===== src/core/mode_zero_map.svh =====
// Register offsets, field positions and reset values of the mode zero block.
// Assumes word-aligned AHB-Lite access with 32-bit data.
`ifndef MODE_ZERO_MAP_SVH
`define MODE_ZERO_MAP_SVH
`define MZ_OFF_MODE 8'h00
`define MZ_OFF_TIMING 8'h04
`define MZ_OFF_CMD 8'h08
`define MZ_OFF_STATUS 8'h0c
`define MZ_MODE_BL_LSB 0
`define MZ_MODE_TYPE_BIT 3
`define MZ_MODE_TEST_BIT 7
`define MZ_MODE_LOOPRST_BIT 8
`define MZ_MODE_WR_LSB 9
`define MZ_MODE_RTP_LSB 14
`define MZ_MODE_CL_LSB 19
`define MZ_MODE_AL_LSB 24
`define MZ_TIM_TRP_LSB 0
`define MZ_TIM_CRCX_LSB 5
`define MZ_TIM_DM_BIT 16
`define MZ_TIM_CRC_BIT 17
`define MZ_CMD_WRITE_BIT 0
`define MZ_CMD_CHOP_BIT 1
`define MZ_CMD_COL_LSB 2
`define MZ_CMD_CRCOK_BIT 5
`define MZ_ST_BUSY_BIT 0
`define MZ_ST_LOOPRST_BIT 1
`define MZ_ST_CANCEL_BIT 2
`define MZ_ST_TEST_BIT 3
`define MZ_ST_READY_BIT 4
`define MZ_MODE_RESET 32'h00000000
`define MZ_TIMING_RESET 32'h00000000
`define MZ_BEAT_LAST 3'h7
`define MZ_BEAT_HALF 3'h4
`define MZ_CHOP_EARLY 3'h2
`endif


===== src/core/mode_zero_pkg.sv =====
// Types shared by the mode zero block and its beat order helper.
// Assumes nothing of its surroundings.
package mode_zero_pkg;
   typedef enum logic [1:0] {
      BL_FIXED_EIGHT = 2'h0,
      BL_ON_THE_FLY = 2'h1,
      BL_FIXED_CHOP = 2'h2,
      BL_RESERVED = 2'h3
   } burst_length_t;
   typedef enum logic [4:0] {
      ST_IDLE = 5'h01,
      ST_HOLD = 5'h02,
      ST_LAT = 5'h04,
      ST_BURST = 5'h08,
      ST_SPARE = 5'h10
   } seq_state_t;
endpackage : mode_zero_pkg


===== src/core/beat_order_if.sv =====
// Carries a burst start column and beat number to the order helper.
// Assumes one clock domain; the helper answers combinationally.
`timescale 1ns/1ps
`default_nettype none
interface beat_order_if;
   logic [2:0] start_col;
   logic interleave;
   logic [2:0] beat;
   logic [2:0] col;
   modport requester (output start_col, output interleave, output beat, input col);
   modport orderer (input start_col, input interleave, input beat, output col);
endinterface : beat_order_if
`default_nettype wire


===== src/core/mode_zero_core.sv =====
// Mode register zero behaviour: burst order, latency, recovery, loop reset.
// Assumes a single AHB-Lite master on hclk and one bank of recovery tracking.
//
// The implementer's own choices: the AHB-Lite slave port and the placing of the registers.
`timescale 1ns/1ps
`default_nettype none
`include "mode_zero_map.svh"

module mode_zero_core
   import mode_zero_pkg::*;
#(
   parameter int FIELD_W = 5
) (
   input wire logic hclk,
   input wire logic hresetn,
   input wire logic hsel,
   input wire logic [7:0] haddr,
   input wire logic [1:0] htrans,
   input wire logic hwrite,
   input wire logic [2:0] hsize,
   input wire logic [31:0] hwdata,
   input wire logic hready,
   output logic [31:0] hrdata,
   output logic hreadyout,
   output logic hresp,
   output logic beat_valid,
   output logic [2:0] beat_col,
   output logic data_strobe_oe_n,
   output logic write_commit,
   output logic write_cancel,
   output logic loop_reset,
   output logic test_mode,
   output logic bank_ready
);
   localparam int REC_W = FIELD_W + 2;

   logic [31:0] mode_q, mode_d;
   logic [31:0] timing_q, timing_d;
   logic [31:0] hrdata_q, hrdata_d;
   logic wr_pend_q, wr_pend_d;
   logic [7:0] addr_q, addr_d;
   logic loop_q, loop_d;
   logic cmd_go;
   logic [31:0] status;

   seq_state_t state_q, state_d;
   logic [FIELD_W-1:0] cnt_q, cnt_d;
   logic [2:0] beat_q, beat_d;
   logic is_wr_q, is_wr_d;
   logic chop_q, chop_d;
   logic fixed_chop_q, fixed_chop_d;
   logic crc_bad_q, crc_bad_d;
   logic [2:0] start_q, start_d;
   logic ilv_q, ilv_d;
   logic [REC_W-1:0] rec_q, rec_d;
   logic cancel_q, cancel_d;
   logic bv_q, bv_d;
   logic [2:0] bcol_q, bcol_d;
   logic oe_n_q, oe_n_d;
   logic commit_q, commit_d;
   logic cpulse_q, cpulse_d;

   beat_order_if bo ();

   beat_order u_order (
      .bo(bo.orderer)
   );

   function automatic logic [FIELD_W-1:0] fld(input logic [31:0] r, input int lsb);
      fld = FIELD_W'(r >> lsb);
   endfunction : fld

   burst_length_t bl_mode;
   assign bl_mode = burst_length_t'(mode_q[`MZ_MODE_BL_LSB +: 2]);

   assign bo.start_col = start_q;
   assign bo.interleave = ilv_q;
   assign bo.beat = beat_q;

   assign cmd_go = wr_pend_q && (addr_q == `MZ_OFF_CMD) && (state_q == ST_IDLE);

   always_comb begin
      status = 32'h00000000;
      status[`MZ_ST_BUSY_BIT] = (state_q != ST_IDLE);
      status[`MZ_ST_LOOPRST_BIT] = loop_q;
      status[`MZ_ST_CANCEL_BIT] = cancel_q;
      status[`MZ_ST_TEST_BIT] = mode_q[`MZ_MODE_TEST_BIT];
      status[`MZ_ST_READY_BIT] = (rec_q == '0);
   end

   // Bus slave: address phase captured, write data taken in the data phase.
   always_comb begin
      mode_d = mode_q;
      timing_d = timing_q;
      hrdata_d = hrdata_q;
      wr_pend_d = 1'b0;
      addr_d = addr_q;
      loop_d = loop_q;
      if (loop_q) begin
         loop_d = 1'b0;
         mode_d[`MZ_MODE_LOOPRST_BIT] = 1'b0;
      end
      if (wr_pend_q) begin
         unique case (addr_q)
            `MZ_OFF_MODE: begin
               mode_d = hwdata;
               loop_d = hwdata[`MZ_MODE_LOOPRST_BIT];
            end
            `MZ_OFF_TIMING: begin
               timing_d = hwdata;
            end
            default: begin
            end
         endcase
      end
      if (hsel && hready && htrans[1]) begin
         wr_pend_d = hwrite;
         addr_d = haddr;
         unique case (haddr)
            `MZ_OFF_MODE: hrdata_d = mode_d;
            `MZ_OFF_TIMING: hrdata_d = timing_d;
            `MZ_OFF_STATUS: hrdata_d = status;
            default: hrdata_d = 32'h00000000;
         endcase
      end
   end

   always_ff @(posedge hclk or negedge hresetn) begin
      if (!hresetn) begin
         mode_q <= `MZ_MODE_RESET;
         timing_q <= `MZ_TIMING_RESET;
         hrdata_q <= 32'h00000000;
         wr_pend_q <= 1'b0;
         addr_q <= 8'h00;
         loop_q <= 1'b0;
      end else begin
         mode_q <= mode_d;
         timing_q <= timing_d;
         hrdata_q <= hrdata_d;
         wr_pend_q <= wr_pend_d;
         addr_q <= addr_d;
         loop_q <= loop_d;
      end
   end

   // Command sequencer: hold, latency, eight beat slots, recovery.
   always_comb begin
      logic chk_on;
      logic [REC_W-1:0] precharge_time;
      logic [REC_W-1:0] extra;
      logic [2:0] wr_start_beat;
      chk_on = timing_q[`MZ_TIM_DM_BIT] && timing_q[`MZ_TIM_CRC_BIT];
      precharge_time = REC_W'(fld(timing_q, `MZ_TIM_TRP_LSB));
      extra = chk_on ? REC_W'(fld(timing_q, `MZ_TIM_CRCX_LSB)) : '0;
      // Fixed chop starts the internal write two clocks early.
      wr_start_beat = fixed_chop_q ? `MZ_BEAT_LAST - `MZ_CHOP_EARLY : `MZ_BEAT_LAST;
      state_d = state_q;
      cnt_d = cnt_q;
      beat_d = beat_q;
      is_wr_d = is_wr_q;
      chop_d = chop_q;
      fixed_chop_d = fixed_chop_q;
      crc_bad_d = crc_bad_q;
      start_d = start_q;
      ilv_d = ilv_q;
      rec_d = (rec_q != '0) ? rec_q - 1'b1 : rec_q;
      cancel_d = cancel_q;
      bv_d = 1'b0;
      bcol_d = bcol_q;
      oe_n_d = 1'b1;
      commit_d = 1'b0;
      cpulse_d = 1'b0;
      unique case (state_q)
         ST_IDLE: begin
            if (cmd_go) begin
               is_wr_d = hwdata[`MZ_CMD_WRITE_BIT];
               chop_d = (bl_mode == BL_FIXED_CHOP) ||
                  ((bl_mode == BL_ON_THE_FLY) && hwdata[`MZ_CMD_CHOP_BIT]);
               fixed_chop_d = (bl_mode == BL_FIXED_CHOP);
               ilv_d = mode_q[`MZ_MODE_TYPE_BIT];
               crc_bad_d = chk_on && !hwdata[`MZ_CMD_CRCOK_BIT];
               start_d = hwdata[`MZ_CMD_COL_LSB +: 3];
               if (hwdata[`MZ_CMD_WRITE_BIT]) begin
                  start_d = chop_d ? {hwdata[`MZ_CMD_COL_LSB + 2], 2'b00} : 3'b000;
               end
               beat_d = 3'b000;
               cnt_d = fld(mode_q, `MZ_MODE_AL_LSB);
               state_d = (cnt_d == '0) ? ST_LAT : ST_HOLD;
               if (cnt_d == '0) begin
                  cnt_d = fld(mode_q, `MZ_MODE_CL_LSB);
               end
            end
         end
         ST_HOLD: begin
            cnt_d = cnt_q - 1'b1;
            if (cnt_q <= FIELD_W'(1)) begin
               cnt_d = fld(mode_q, `MZ_MODE_CL_LSB);
               state_d = ST_LAT;
            end
         end
         ST_LAT: begin
            if (!is_wr_q && (cnt_q == fld(mode_q, `MZ_MODE_CL_LSB))) begin
               rec_d = REC_W'(fld(mode_q, `MZ_MODE_RTP_LSB)) + precharge_time;
            end
            cnt_d = cnt_q - 1'b1;
            if (cnt_q <= FIELD_W'(1)) begin
               state_d = ST_BURST;
            end
         end
         ST_BURST: begin
            // First beat after added plus column latency.
            bcol_d = bo.col;
            bv_d = !(chop_q && (beat_q >= `MZ_BEAT_HALF));
            oe_n_d = is_wr_q || (chop_q && (beat_q >= `MZ_BEAT_HALF));
            if (is_wr_q && (beat_q == wr_start_beat)) begin
               if (crc_bad_q) begin
                  cancel_d = 1'b1;
                  cpulse_d = 1'b1;
               end else begin
                  commit_d = 1'b1;
               end
               rec_d = REC_W'(fld(mode_q, `MZ_MODE_WR_LSB)) + precharge_time + extra;
            end
            beat_d = beat_q + 1'b1;
            if (beat_q == `MZ_BEAT_LAST) begin
               state_d = ST_IDLE;
            end
         end
         default: begin
            state_d = ST_IDLE;
         end
      endcase
      if (wr_pend_q && (addr_q == `MZ_OFF_STATUS) && hwdata[`MZ_ST_CANCEL_BIT] && !cpulse_d) begin
         cancel_d = 1'b0;
      end
   end

   always_ff @(posedge hclk or negedge hresetn) begin
      if (!hresetn) begin
         state_q <= ST_IDLE;
         cnt_q <= '0;
         beat_q <= 3'b000;
         is_wr_q <= 1'b0;
         chop_q <= 1'b0;
         fixed_chop_q <= 1'b0;
         crc_bad_q <= 1'b0;
         start_q <= 3'b000;
         ilv_q <= 1'b0;
         rec_q <= '0;
         cancel_q <= 1'b0;
         bv_q <= 1'b0;
         bcol_q <= 3'b000;
         oe_n_q <= 1'b1;
         commit_q <= 1'b0;
         cpulse_q <= 1'b0;
      end else begin
         state_q <= state_d;
         cnt_q <= cnt_d;
         beat_q <= beat_d;
         is_wr_q <= is_wr_d;
         chop_q <= chop_d;
         fixed_chop_q <= fixed_chop_d;
         crc_bad_q <= crc_bad_d;
         start_q <= start_d;
         ilv_q <= ilv_d;
         rec_q <= rec_d;
         cancel_q <= cancel_d;
         bv_q <= bv_d;
         bcol_q <= bcol_d;
         oe_n_q <= oe_n_d;
         commit_q <= commit_d;
         cpulse_q <= cpulse_d;
      end
   end

   logic ready_q;
   always_ff @(posedge hclk or negedge hresetn) begin
      if (!hresetn) begin
         ready_q <= 1'b0;
      end else begin
         ready_q <= (rec_d == '0);
      end
   end

   logic hro_q;
   always_ff @(posedge hclk or negedge hresetn) begin
      if (!hresetn) begin
         hro_q <= 1'b1;
      end else begin
         hro_q <= 1'b1;
      end
   end

   assign hrdata = hrdata_q;
   assign hreadyout = hro_q;
   assign hresp = 1'b0 & hro_q;
   assign beat_valid = bv_q;
   assign beat_col = bcol_q;
   assign data_strobe_oe_n = oe_n_q;
   assign write_commit = commit_q;
   assign write_cancel = cpulse_q;
   assign loop_reset = loop_q;
   assign test_mode = mode_q[`MZ_MODE_TEST_BIT];
   assign bank_ready = ready_q;
endmodule : mode_zero_core
`default_nettype wire


===== src/core/beat_order.sv =====
// Column index of one beat inside an eight-beat burst.
// Assumes a start column already masked for writes.
`timescale 1ns/1ps
`default_nettype none
module beat_order
   import mode_zero_pkg::*;
(
   beat_order_if.orderer bo
);
   always_comb begin
      if (bo.interleave) begin
         bo.col = bo.start_col ^ bo.beat;
      end else begin
         bo.col = {bo.start_col[2] ^ bo.beat[2], 2'(bo.start_col[1:0] + bo.beat[1:0])};
      end
   end
endmodule : beat_order
`default_nettype wire


===== config.mk =====
export PLATFORM = sky130hd
export DESIGN_NAME = mode_zero_core
export DESIGN_NICKNAME = d
export VERILOG_FILES = /design/src/core/mode_zero_pkg.sv /design/src/core/beat_order_if.sv /design/src/core/mode_zero_core.sv /design/src/core/beat_order.sv
export VERILOG_INCLUDE_DIRS = /design/src /design/src/core
export SDC_FILE = /design/constraint.sdc
export NUM_CORES = 1
export LEC_CHECK = 0
export ABC_AREA = 1
export BUFFER_PORTS_ARGS = -buffer_cell sky130_fd_sc_hd__buf_2
export CAP_MARGIN = 0
export CORE_MARGIN = 4
export CORE_UTILIZATION = 50
export DETAILED_ROUTE_END_ITERATION = 8
export GPL_ROUTABILITY_DRIVEN = 0
export PLACE_DENSITY_LB_ADDON = 0.12
export REMOVE_ABC_BUFFERS = 1
export SETUP_SLACK_MARGIN = 0.2
export SLEW_MARGIN = 0
export SYNTH_ARGS = -nofsm -noshare
export SYNTH_HDL_FRONTEND = slang
export SYNTH_SLANG_ARGS = --single-unit
export TNS_END_PERCENT = 10

===== constraint.sdc =====
create_clock -name hclk -period 3.5 [get_ports hclk]
set_input_delay 0.525 -clock hclk [delete_from_list [all_inputs] [get_ports hclk]]
set_output_delay 0.525 -clock hclk [all_outputs]
set_load 0.02 [all_outputs]

; After elaboration in Yosys (flattened, before gate mapping)
; Cells that the tools add are included.
[totals]
wordCells = 130
input_bits = 50
regBits = 143
out_inout_bits = 44
[classes]
n_mux = 42
n_addsub = 7
n_eq_ne = 19
n_reduce_logical = 35
bitwise_logic = 2
order_cmp = 2
[ops]
columns = op, count
row1 = $mux W32, 4
row2 = $pmux W32 S3, 1
row3 = $mux W5, 8
row4 = $eq A8 B4 Y1 const B, 3
row5 = $mux W7, 3
row6 = $pmux W5 S4, 1
row7 = $eq A8 B3 Y1 const B, 2
row8 = $logic_not A8 Y1, 2
row9 = $mux W1, 16
row10 = $mux W3, 5
row11 = $pmux W5 S3, 1
row12 = $logic_not A7 Y1, 2
row13 = $pmux W7 S2, 1
row14 = $logic_and A1 B1 Y1, 13
row15 = $add A5 B5 Y6, 2
row16 = $ne A2 B2 Y1 const B, 4
row17 = $reduce_bool A2 Y1, 4
row18 = $add A6 B5 Y7, 1
row19 = $reduce_bool A7 Y1, 1
row20 = $sub A7 B1 Y7 const B, 1
row21 = $pmux W3 S2, 1
row22 = $reduce_and A2 Y1, 3
row23 = $eq A5 B1 Y1 const B, 1
row24 = $eq A5 B2 Y1 const B, 1
row25 = other kinds (22), 26

; Depth between registers and ports, before layout
; Gate-level depths: netlist of run 1.
[depth]
ltp_word = 9
mapped_depth = 18
ltp_nobuf = 18

; Modules after synthesis
; A second synthesis of run 1 with hierarchy kept.
[hier_totals]
hier_cells = 982
hier_area_um2 = 7419.6
[modules_own_cells]
columns = module, instances, cells_per_inst, area_each_um2, seq_area_each_um2
row1 = mode_zero_core, 1, 965, 7337.0, 3555.9
row2 = beat_order, 1, 17, 82.6, 0.0

; Worst setup path after synthesis of run 1
; No wires, ideal clock.
[synth_timing]
path_type = reg-to-reg
start = reg timing_q[17]
end = reg ready_q, in the netlist bank_ready
t_arrival_ns = 2.236
t_required_ns = 3.386
synth_period_minus_slack_ns = 2.351
path_stages_with_launch = 18
path_buffers = 0
setup_slack_ns = 1.149
path_cell_list = dfrtp_1 nand2_1 inv_1 nand2_1 fa_1 inv_1 ha_1 fa_1 nand3_1 nand3_1 nand3_1 nand2_1 nand2_1 nand2_1 nand2_1 inv_1 nand3_1 nor2_1
[synth_between]
elab_chain_cells = 6
[synth_lines]
columns = element, line
row1 = from (decl), mode_zero_core.sv:38  ; logic [31:0] timing_q, timing_d;
row2 = from (signal assigned), mode_zero_core.sv:131  ; timing_q <= `MZ_TIMING_RESET;
row3 = from (signal assigned), mode_zero_core.sv:138  ; timing_q <= timing_d;
row4 = $logic_and A1 B1 Y1, mode_zero_core.sv:152  ; chk_on = timing_q[`MZ_TIM_DM_BIT] && timing_q[`MZ_TIM_CRC_BIT];
row5 = $mux W5, mode_zero_core.sv:154  ; extra = chk_on ? REC_W'(fld(timing_q, `MZ_TIM_CRCX_LSB)) : '0;
row6 = $add A6 B5 Y7, mode_zero_core.sv:222  ; rec_d = REC_W'(fld(mode_q, `MZ_MODE_WR_LSB)) + precharge_time + extra;
row7 = $mux W7, mode_zero_core.sv:215  ; if (is_wr_q && (beat_q == wr_start_beat)) begin
row8 = $pmux W7 S2, mode_zero_core.sv:173  ; unique case (state_q)
row9 = via rec_d[5], mode_zero_core.sv:55  ; logic [REC_W-1:0] rec_q, rec_d;
row10 = $logic_not A7 Y1, mode_zero_core.sv:281  ; ready_q <= (rec_d == '0);
row11 = to (signal assigned), mode_zero_core.sv:281
row12 = to (decl), mode_zero_core.sv:276  ; logic ready_q;
; The timed path passes the listed nets, and every way through them passes these cells.
; A chain may end at the register's enable or synchronous reset.

; Worst setup path in the final report of run 1
; Same ends and word-level chain as after synthesis.

==> flow_summary.yaml, run 1 <==
floorplan:
  die-area_mm2: 0.0168
  start_util_pct: 50.9
  pin_count: 94
  chipWidth_um: 130
  die_y_um: 130
  core-area_mm2: 0.0145
  num_rows: 44
power_and_ir_drop:
  power_frac_seq_pct: 38.2
  switching_share_pct: 33.5
  combPwrFrac_pct: 29.0
  p_clk_share_pct: 32.8
  internal-power_w: 0.00365
  power.switching_w: 0.00184
  ir_worst_vdd_mv: 0.416
  power_density_mw_per_mm2: 638
  p_leak_nw: 4.74
worst_setup_path:
  r2r_slack_ns: 0.88
  path_common_cell: "nand2_1"
  start_kind: "flip-flop"
  crit_path_max_fanout: 4
  crit_buf_inv: 2
  cp_slowest_cell: "fa_1"
  critPathCaptureType: "flip-flop"
  critPathKind: "flip-flop to flip-flop"
  worstRegToRegCells: 13
  timing.rr.start: "timing_q[17]$_DFF_PN0_"
  cp.required_ns: 3.84
  cp_slowest_stage_delay_ns: 0.47
  arrival_ns: 2.96
  cp_top_family: "adder cells"
  r2r-end: "bank_ready$_DFF_PN0_"
  cp_cell_sequence: "nand2_1 > inv_1 > nand2_1 > fa_1 > inv_1 > ha_1 > fa_1 > nand3b_1 > a31oi_1 > nand2_1 > nor2_1 > nand2_1 > nor2_1"
routing:
  first_iter_violations: 442
  dr_total_vias: 6188
  drc: 0
  via_per_inst: 4.98
  ant_nets: 0
  totalWireLength_mm: 17.8
  post_drt_wl_per_cell_um: 14.3
  dr.pass1.iters: 5
sta:
  tightest_slew_ns: 1.12
  worst_slack_ns: 0.880
  slew_violations: 0
  tns_ns: 0
  holdWs_ns: 0.122
  min_period_over_period_pct: 74.9
  skew_ns: 0.00710
  hold_viol: 0
  relSlewSlack_pct: 25.4
  setup_violations: 0
  max_clock_freq_ghz: 0.382
  period_needed_ns: 2.62
  rsz0062_at_grt: "false"
final_layout:
  syn2layout_area_growth_pct: 16.3
  n_antenna_cell: 0
  design_area_mm2: 0.00860
  drive_gt1_share_pct: 15.5
  fin_nets: 1122
clock_network:
  clk_latency_ns: 0.42
  numCtsBuffers: 17
  cts_sinks: 142
  cts_tree: "built"
  htreeDepth: 4
  postCtsSetupRepairBufs: 0
  ctsRootBufferMaster: "clkbuf_16"
  clockBufferDepth: 2
  clk_pin_slew_ns: 0.06
  holdBufCountCts: 0
  cts_resized: 0
logic_synthesis:
  syn_area_per_cell_um2: 7.68
  ys_types: 41
  synth_top_cell_by_area: "dfrtp_1"
  synth.yosys.seq_area_share_pct: 48.1
  yosys_warnings: 0
  synth_common_cells: "407 x nand2_1, 140 x dfrtp_1, 89 x inv_1, 77 x nand3_1, 60 x nor2_1"
  synth_area_mm2: 0.00739
  async_flop_share_pct: 100
  synth_edf_count: 0
  yosys.area.top_type_share_pct: 47.4
  ys.flop_type: "dfrtp_1"
  synth_area_leaders: "dfrtp_1 47%, nand2_1 21%, nand3_1 5.2%, inv_1 4.5%, nor2_1 3.0%"
  yosysMostFrequentCell: "nand2_1"
  syn_inst: 963
  ys_seq_elements: 142
min_path:
  hold_path_class: "input port to asynchronous set/reset pin"
global_routing:
  grt_start_max_net_pins: 68
  antenna_found_initial: 0
  grt_pass1_wl_mm: 29.2
  grt_pass1_vias: 5771
  grtUsageTotal_pct: 22.2
  grt_overflow: 0
run:
  drv_cap: 0
run_status:
  outcome: "completed"
placement:
  placed_area_mm2: 0.00803
  pre_cts_ws_ns: 0.893
  port_buffers: 87
  post-dp-hpwl_mm: 12.2
[layout make-up]
| cell class | instances | area (um^2) |
|---|---|---|
| clock buffer | 21 | 460 |
| fill | 1373 | 5930 |
| tap | 184 | 230 |
| clock inverter | 7 | 115 |
| timing repair buffer | 98 | 537 |
| multi-input combinational | 699 | 3360 |
| inverter | 91 | 342 |
| sequential | 142 | 3560 |
[registers in the layout, indices dropped and copies added (netlist names)]
name              count
mode_q               32
bank_ready            1
fixed_chop_q          1
loop_reset            1
write_commit          1
bo.start_col          3
timing_q             32
cnt_q                 5
wr_pend_q             1
write_cancel          1
hrdata               32
addr_q                8
crc_bad_q             1
state_q               4
beat_col              3
bo.interleave         1
chop_q                1
beat_q                3
beat_valid            1
cancel_q              1
data_strobe_oe_n      1
is_wr_q               1
rec_q                 7
[cells by family after synthesis]
group | count (synthesis) | share of synthesized area [%]
DFF | 142 | 48.1
adders and majority gates | 23 | 4.60
buffers and inverters | 122 | 6.67
other | 2 | 0.102
and+or+nand+nor | 571 | 31.6
xor gates and xnor gates | 11 | 1.30
AOI/OAI and AO/OA | 92 | 7.63
[through the flow]
stage	power, W	cells	utilization (%)
floorplan	0.00327	932	-
detailed placement	0.00370	1214	55.2
finish	0.00549	1242	59.2
global placement	0.00367	1214	55.2
CTS	0.00551	1242	59.2
global route	0.00587	1242	59.2
[placed cells by master, fill, tap and decap left out, drive strengths merged, types with 4 or more instances in the layout]
cell and count:
nand3 77, xor2 7, inv 91, buf 98, dfrtp 140, clkbuf 21
xnor2 4, ha 16, a21oi 30, nand2 409, o21ai 50, nor3 6
nand4 6, fa 7, nor2 63
[power groups by stage]
| stage | clock network, W | registers, W | logic (W) |
|---|---|---|---|
| final | 0.00180 | 0.00210 | 0.00159 |
| after global routing | 0.00189 | 0.00213 | 0.00185 |
| after CTS | 0.00183 | 0.00210 | 0.00159 |
| after detailed placement | 0 | 0.00212 | 0.00158 |
| after global placement | 0 | 0.00212 | 0.00156 |
| after floorplan | 0 | 0.00209 | 0.00118 |
[worst max-delay path by stage]
stage	start	endpoint	slack, ns	cells after the start
2_1_floorplan	addr_q[3]$_DFFE_PN0P_	hrdata[0]$_DFFE_PN0P_	0.20	7
3_3_place_gp	timing_q[16]$_DFF_PN0_	bank_ready$_DFF_PN0_	0.91	15
3_5_place_dp	timing_q[17]$_DFF_PN0_	bank_ready$_DFF_PN0_	0.89	15
4_1_cts	timing_q[17]$_DFF_PN0_	bank_ready$_DFF_PN0_	0.87	13
5_1_grt	timing_q[16]$_DFF_PN0_	bank_ready$_DFF_PN0_	0.66	18
6_report	timing_q[17]$_DFF_PN0_	bank_ready$_DFF_PN0_	0.88	13
[metal layers]
metal / track usage, % / vias up / part of all wire, %
met2: 32.2 / 134 / 44
met1: 33.3 / 2844 / 50
li1: - / 3192 / -
met5: 0 / - / 0
met4: 6.85 / 0 / 1.4
met3: 4.99 / 18 / 4.4
[worst reg2reg max path, delay by kind of cell (launching register included)]
| kind | cells | cell delay [ns] |
|---|---|---|
| buffers and inverters | 2 | 0.17 |
| AND/OR/NAND/NOR | 7 | 0.74 |
| AO/OA/AOI/OAI | 1 | 0.17 |
| flip-flops | 1 | 0.34 |
| adder cells (fa/ha/maj) | 3 | 1.12 |
No activity file was read; power rests on OpenSTA's default activity.
==> run 2, diff against run 1 <==
==> constraint.sdc (replaced) <==
create_clock -name hclk -period 2.7 [get_ports hclk]
set_input_delay 0.405 -clock hclk [delete_from_list [all_inputs] [get_ports hclk]]
set_output_delay 0.405 -clock hclk [all_outputs]
set_load 0.02 [all_outputs]
==> run 2 against run 1 <==
Effect of this change: utilization grew 1.1 points; first-iteration DRC count grew 28%; critical path depth grew 2; largest cell class unchanged; cell count grew 1.1%; clock power grew 36%.
==> flow_summary.yaml, run 2 (same netlist as run 1, synthesis figures left out) <==
floorplan:
  die-area_mm2: 0.0168
  start_util_pct: 50.9
  num_rows: 44
  core-area_mm2: 0.0145
  die_y_um: 130
  chipWidth_um: 130
  pin_count: 94
worst_setup_path:
  cp-startpoint: "timing_q[16]$_DFF_PN0_"
  crit_path_max_fanout: 4
  cp.required_ns: 3.05
  crit_buf_inv: 2
  cp.depth: 15
  critPathKind: "flip-flop to flip-flop"
  cp_slowest_cell: "fa_1"
  r2r-end: "bank_ready$_DFF_PN0_"
  path_common_cell: "nand2_1"
  cp_slowest_stage_delay_ns: 0.48
  cp_top_family: "adder cells"
  timing.rr.start: "timing_q[16]$_DFF_PN0_"
  cp_cell_sequence: "nand2_2 > inv_2 > nand2_1 > fa_1 > inv_1 > ha_4 > fa_2 > xor2_1 > nand2_1 > nand2_1 > nor2_1 > nand2_1 > nor2_1 > nand2_1 > nor2_1"
  worstRegToRegCells: 15
  arrival_ns: 2.79
  critPathCaptureType: "flip-flop"
  r2r_slack_ns: 0.26
  start_kind: "flip-flop"
clock_network:
  htreeDepth: 4
  numCtsBuffers: 17
  cts_tree: "built"
  cts_sinks: 142
  clk_pin_slew_ns: 0.06
  clk_latency_ns: 0.42
  ctsRootBufferMaster: "clkbuf_16"
  clockBufferDepth: 2
routing:
  dr.pass1.iters: 5
  drc: 0
  post_drt_wl_per_cell_um: 14.4
  totalWireLength_mm: 18.1
  via_per_inst: 5.03
  first_iter_violations: 566
  dr_total_vias: 6312
  ant_nets: 0
min_path:
  worstHoldStart: "hwrite"
  holdPathStages: 3
  holdPathEnd: "wr_pend_q$_DFF_PN0_"
  hold_path_class: "input port to flip-flop"
global_routing:
  grt_overflow: 0
  grt_pass1_vias: 5947
  grtUsageTotal_pct: 22.7
  grt_pass1_wl_mm: 30.0
  antenna_found_initial: 0
  grt_start_max_net_pins: 51
power_and_ir_drop:
  power_density_mw_per_mm2: 837
  ir_worst_vdd_mv: 0.474
  p_leak_nw: 4.82
final_layout:
  syn2layout_area_growth_pct: 18.4
  layout_commonest_cell: "nand2_1"
  drive_gt1_share_pct: 17.3
  design_area_mm2: 0.00876
  fin_nets: 1132
  n_antenna_cell: 0
  mostFrequentLayoutCells: "405 x nand2_1, 140 x dfrtp_1, 88 x inv_1, 86 x buf_2, 75 x nand3_1"
run_status:
  outcome: "completed"
sta:
  period_needed_ns: 2.44
  hold_viol: 0
  min_period_over_period_pct: 90.2
  worst_slack_ns: 0.264
  skew_ns: 0.00995
  max_clock_freq_ghz: 0.410
  setup_violations: 0
  slew_violations: 0
  rsz0062_at_grt: "true"
placement:
  post-dp-hpwl_mm: 12.9
  port_buffers: 87
  placed_area_mm2: 0.00808
  pre_cts_ws_ns: 0.0997
run:
  drv_cap: 0
run 2: cell count changes in the layout (fill, tap and decap cells not counted), sizes merged:
cell	delta
buf	+9
clkinv	+3
inv	+3
clkbuf	-1
clkinvlp	-1
dlygate4sd3	+1
run 2: worst max path at each step:
stage                                       end  slack (ns)
final                      bank_ready$_DFF_PN0_        0.26
after global routing       bank_ready$_DFF_PN0_        0.08
after CTS                  bank_ready$_DFF_PN0_        0.20
after detailed placement   bank_ready$_DFF_PN0_         0.1
after global placement     bank_ready$_DFF_PN0_        0.18
after floorplan           hrdata[0]$_DFFE_PN0P_       -0.60
run 2: layout make-up:
type,count,area [um^2]
Clock buffer,20,457
Inverter,91,342
Clock inverter,12,156
Fill cell,1394,5780
Timing Repair Buffer,108,627
Multi-Input combinational cell,699,3390
Sequential cell,142,3560
Tap cell,184,230
run 2: worst min-delay path: cells and delay by family:
| family | cells | cell delay (ns) |
|---|---|---|
| buffers and inverters | 2 | 0.13 |
| and+or+nand+nor | 1 | 0.05 |
run 2: repair_timing:
| item | 4_1_cts | 5_1_grt |
|---|---|---|
| buffers inserted | 0 | 4 |
| hold buffers | 1 | 0 |
| gates resized for setup | 3 | 5 |
| hold endpoints to repair | 45 | 0 |
| endpoints found under the setup margin | 1 | 3 |
| pin swaps | 0 | 9 |
run 2: where the power goes:
| group | switching [W] | internal, W |
|---|---|---|
| Clock | 0.000939 | 0.00151 |
| Sequential | 0.000231 | 0.00248 |
| Combinational | 0.00133 | 0.000835 |
run 2: per-layer routing:
| layer | up-vias | global-route usage, % | part of all wire, % |
|---|---|---|---|
| met2 | 142 | 34.2 | 45 |
| met1 | 2936 | 33.6 | 49 |
| met3 | 20 | 4.82 | 4.7 |
| li1 | 3214 | - | - |
| met4 | 0 | 6.17 | 1.2 |
| met5 | - | 0 | 0 |
run 2: metrics by stage:
step	std cells	power [W]	util [%]	setup TNS, ns	hold slack, ns
finish	1256	0.00733	60.3	0	0.219
global route	1256	0.00786	60.3	0	0.227
floorplan	932	0.00424	-	-29.14	0.109
CTS	1252	0.00727	59.9	0	0.200
global placement	1219	0.00477	55.6	0	0.383
detailed placement	1219	0.00480	55.6	0	0.376
==> run 3, diff against run 2 <==
--- a/config.mk
+++ b/config.mk
@@ -10,9 +10,10 @@
 export BUFFER_PORTS_ARGS = -buffer_cell sky130_fd_sc_hd__buf_2
 export CAP_MARGIN = 0
 export CORE_MARGIN = 4
-export CORE_UTILIZATION = 50
+export CORE_UTILIZATION = 40
 export DETAILED_ROUTE_END_ITERATION = 8
 export GPL_ROUTABILITY_DRIVEN = 0
+export GPL_TIMING_DRIVEN = 0
 export PLACE_DENSITY_LB_ADDON = 0.12
 export REMOVE_ABC_BUFFERS = 1
 export SETUP_SLACK_MARGIN = 0.2
==> run 3 against run 2 <==
Effect of this change: hold slack worse by 0.22 ns; highest routed layer is now met5; flip-flop and latch count unchanged; critical endpoint unchanged; die area is 23% higher.
==> flow_summary.yaml, run 3 (same netlist as run 1, synthesis figures left out) <==
worst_setup_path:
  critPathKind: "flip-flop to flip-flop"
  critPathCaptureType: "flip-flop"
  crit_buf_inv: 2
  worstRegToRegCells: 15
  cp.required_ns: 3.06
  crit_path_max_fanout: 4
  cp_cell_sequence: "nand2_2 > inv_2 > nand2_2 > fa_1 > inv_2 > ha_4 > fa_2 > xor2_1 > nand2_1 > nand2_1 > nor2_1 > nand2_1 > nor2_2 > nand2_1 > nor2_2"
  cp_top_family: "adder cells"
  cp_slowest_stage_delay_ns: 0.54
  cp_slowest_cell: "fa_1"
  arrival_ns: 2.86
  timing.rr.start: "timing_q[16]$_DFF_PN0_"
  cp-startpoint: "timing_q[16]$_DFF_PN0_"
  cp.depth: 15
  start_kind: "flip-flop"
  r2r-end: "bank_ready$_DFF_PN0_"
  r2r_slack_ns: 0.19
  crit_path_end: "bank_ready$_DFF_PN0_"
  path_common_cell: "nand2_1"
final_layout:
  syn2layout_area_growth_pct: 19.8
  design_area_mm2: 0.00886
  layout_commonest_cell: "nand2_1"
  mostFrequentLayoutCells: "404 x nand2_1, 140 x dfrtp_1, 86 x inv_1, 86 x buf_2, 73 x nand3_1"
  drive_gt1_share_pct: 17.8
  fin_nets: 1128
  n_antenna_cell: 0
global_routing:
  grt_overflow: 0
  grtUsageTotal_pct: 20.0
  grt_pass1_vias: 6074
  grt_pass1_wl_mm: 32.1
  grt_start_max_net_pins: 76
  antenna_found_initial: 1
routing:
  first_iter_violations: 399
  dr.pass1.iters: 5
  drc: 0
  via_per_inst: 4.83
  ant_nets: 0
  post_drt_wl_per_cell_um: 15.0
  totalWireLength_mm: 19.4
  dr_total_vias: 6269
power_and_ir_drop:
  ir_worst_vdd_mv: 0.479
  power_w: 0.00725
  power_density_mw_per_mm2: 819
  p_leak_nw: 4.80
clock_network:
  cts_sinks: 142
  ctsRootBufferMaster: "clkbuf_16"
  htreeDepth: 4
  cts_tree: "built"
  clk_latency_ns: 0.43
  clk_pin_slew_ns: 0.07
  numCtsBuffers: 17
  clockBufferDepth: 2
sta:
  hold_viol: 0
  setup_violations: 0
  max_clock_freq_ghz: 0.399
  skew_ns: 0.00886
  min_period_over_period_pct: 92.8
  worst_slack_ns: 0.195
  tns_ns: 0
  holdWs_ns: 0.00200
  rsz0062_at_grt: "true"
  period_needed_ns: 2.51
  tightest_slew_ns: 1.30
  slew_violations: 0
  relSlewSlack_pct: 12.3
floorplan:
  die-area_mm2: 0.0207
  chipWidth_um: 144
  die_y_um: 144
  num_rows: 49
  core-area_mm2: 0.0181
  pin_count: 94
  start_util_pct: 40.9
run:
  drv_cap: 0
run_status:
  outcome: "completed"
placement:
  post-dp-hpwl_mm: 13.5
  pre_cts_ws_ns: -0.786
  placed_area_mm2: 0.00813
  port_buffers: 87
min_path:
  hold_path_class: "input port to asynchronous set/reset pin"
[run 3: final cells by class]
type | instances | area, um^2
inverter | 91 | 342
multi-input combinational | 700 | 3460
tap | 229 | 287
fill | 1802 | 9230
clock inverter | 14 | 124
clock buffer | 18 | 439
sequential | 142 | 3560
timing repair buffer | 103 | 649
[run 3: worst register-to-register path, cell delays in order, from the launching register on]
cell and delay (ns):
dfrtp_1 0.36, nand2_2 0.09, inv_2 0.07, nand2_2 0.05, fa_1 0.54, inv_2 0.04
ha_4 0.16, fa_2 0.38, xor2_1 0.15, nand2_1 0.06, nand2_1 0.05, nor2_1 0.11
nand2_1 0.09, nor2_2 0.13, nand2_1 0.07, nor2_2 0.08
[run 3: worst min-delay path by stage]
stage,start,to
2_1_floorplan,hresetn,addr_q[0]$_DFFE_PN0P_
3_3_place_gp,crc_bad_q$_DFFE_PN0P_,write_commit$_DFF_PN0_
3_5_place_dp,crc_bad_q$_DFFE_PN0P_,write_commit$_DFF_PN0_
4_1_cts,hresetn,cnt_q[4]$_DFFE_PN0P_
5_1_grt,hresetn,cnt_q[1]$_DFFE_PN0P_
6_report,hresetn,cnt_q[4]$_DFFE_PN0P_
[run 3: power breakdown]
group | total [W] | internal (W) | switching, W
combinational | 0.00229 | 0.000906 | 0.00138
clock | 0.00224 | 0.00123 | 0.00101
sequential | 0.00272 | 0.00248 | 0.000238
total | 0.00725 | 0.00462 | 0.00263
[run 3: metal layers]
metal | vias up | global-route usage [%] | part of all wire [%]
li1 | 3222 | - | -
met2 | 115 | 30.6 | 45
met4 | 2 | 5.50 | 1.5
met5 | - | 0 | 0.067
met3 | 25 | 4.26 | 3.6
met1 | 2905 | 28.7 | 50
[run 3: metrics by stage]
step                      utilization (%)  instances
after floorplan                         -        932
after global placement               44.0       1248
after detailed placement             44.9       1255
after CTS                            48.5       1292
after global routing                 49.0       1297
final                                49.0       1297
[run 3: timing repair]
| item | CTS | global route |
|---|---|---|
| pin swaps | 2 | 14 |
| endpoints found under the setup margin | 97 | 11 |
| buffers inserted | 4 | 5 |
| cloned | 1 | 0 |
| resized for setup | 6 | 12 |
| hold buffers | 0 | 0 |
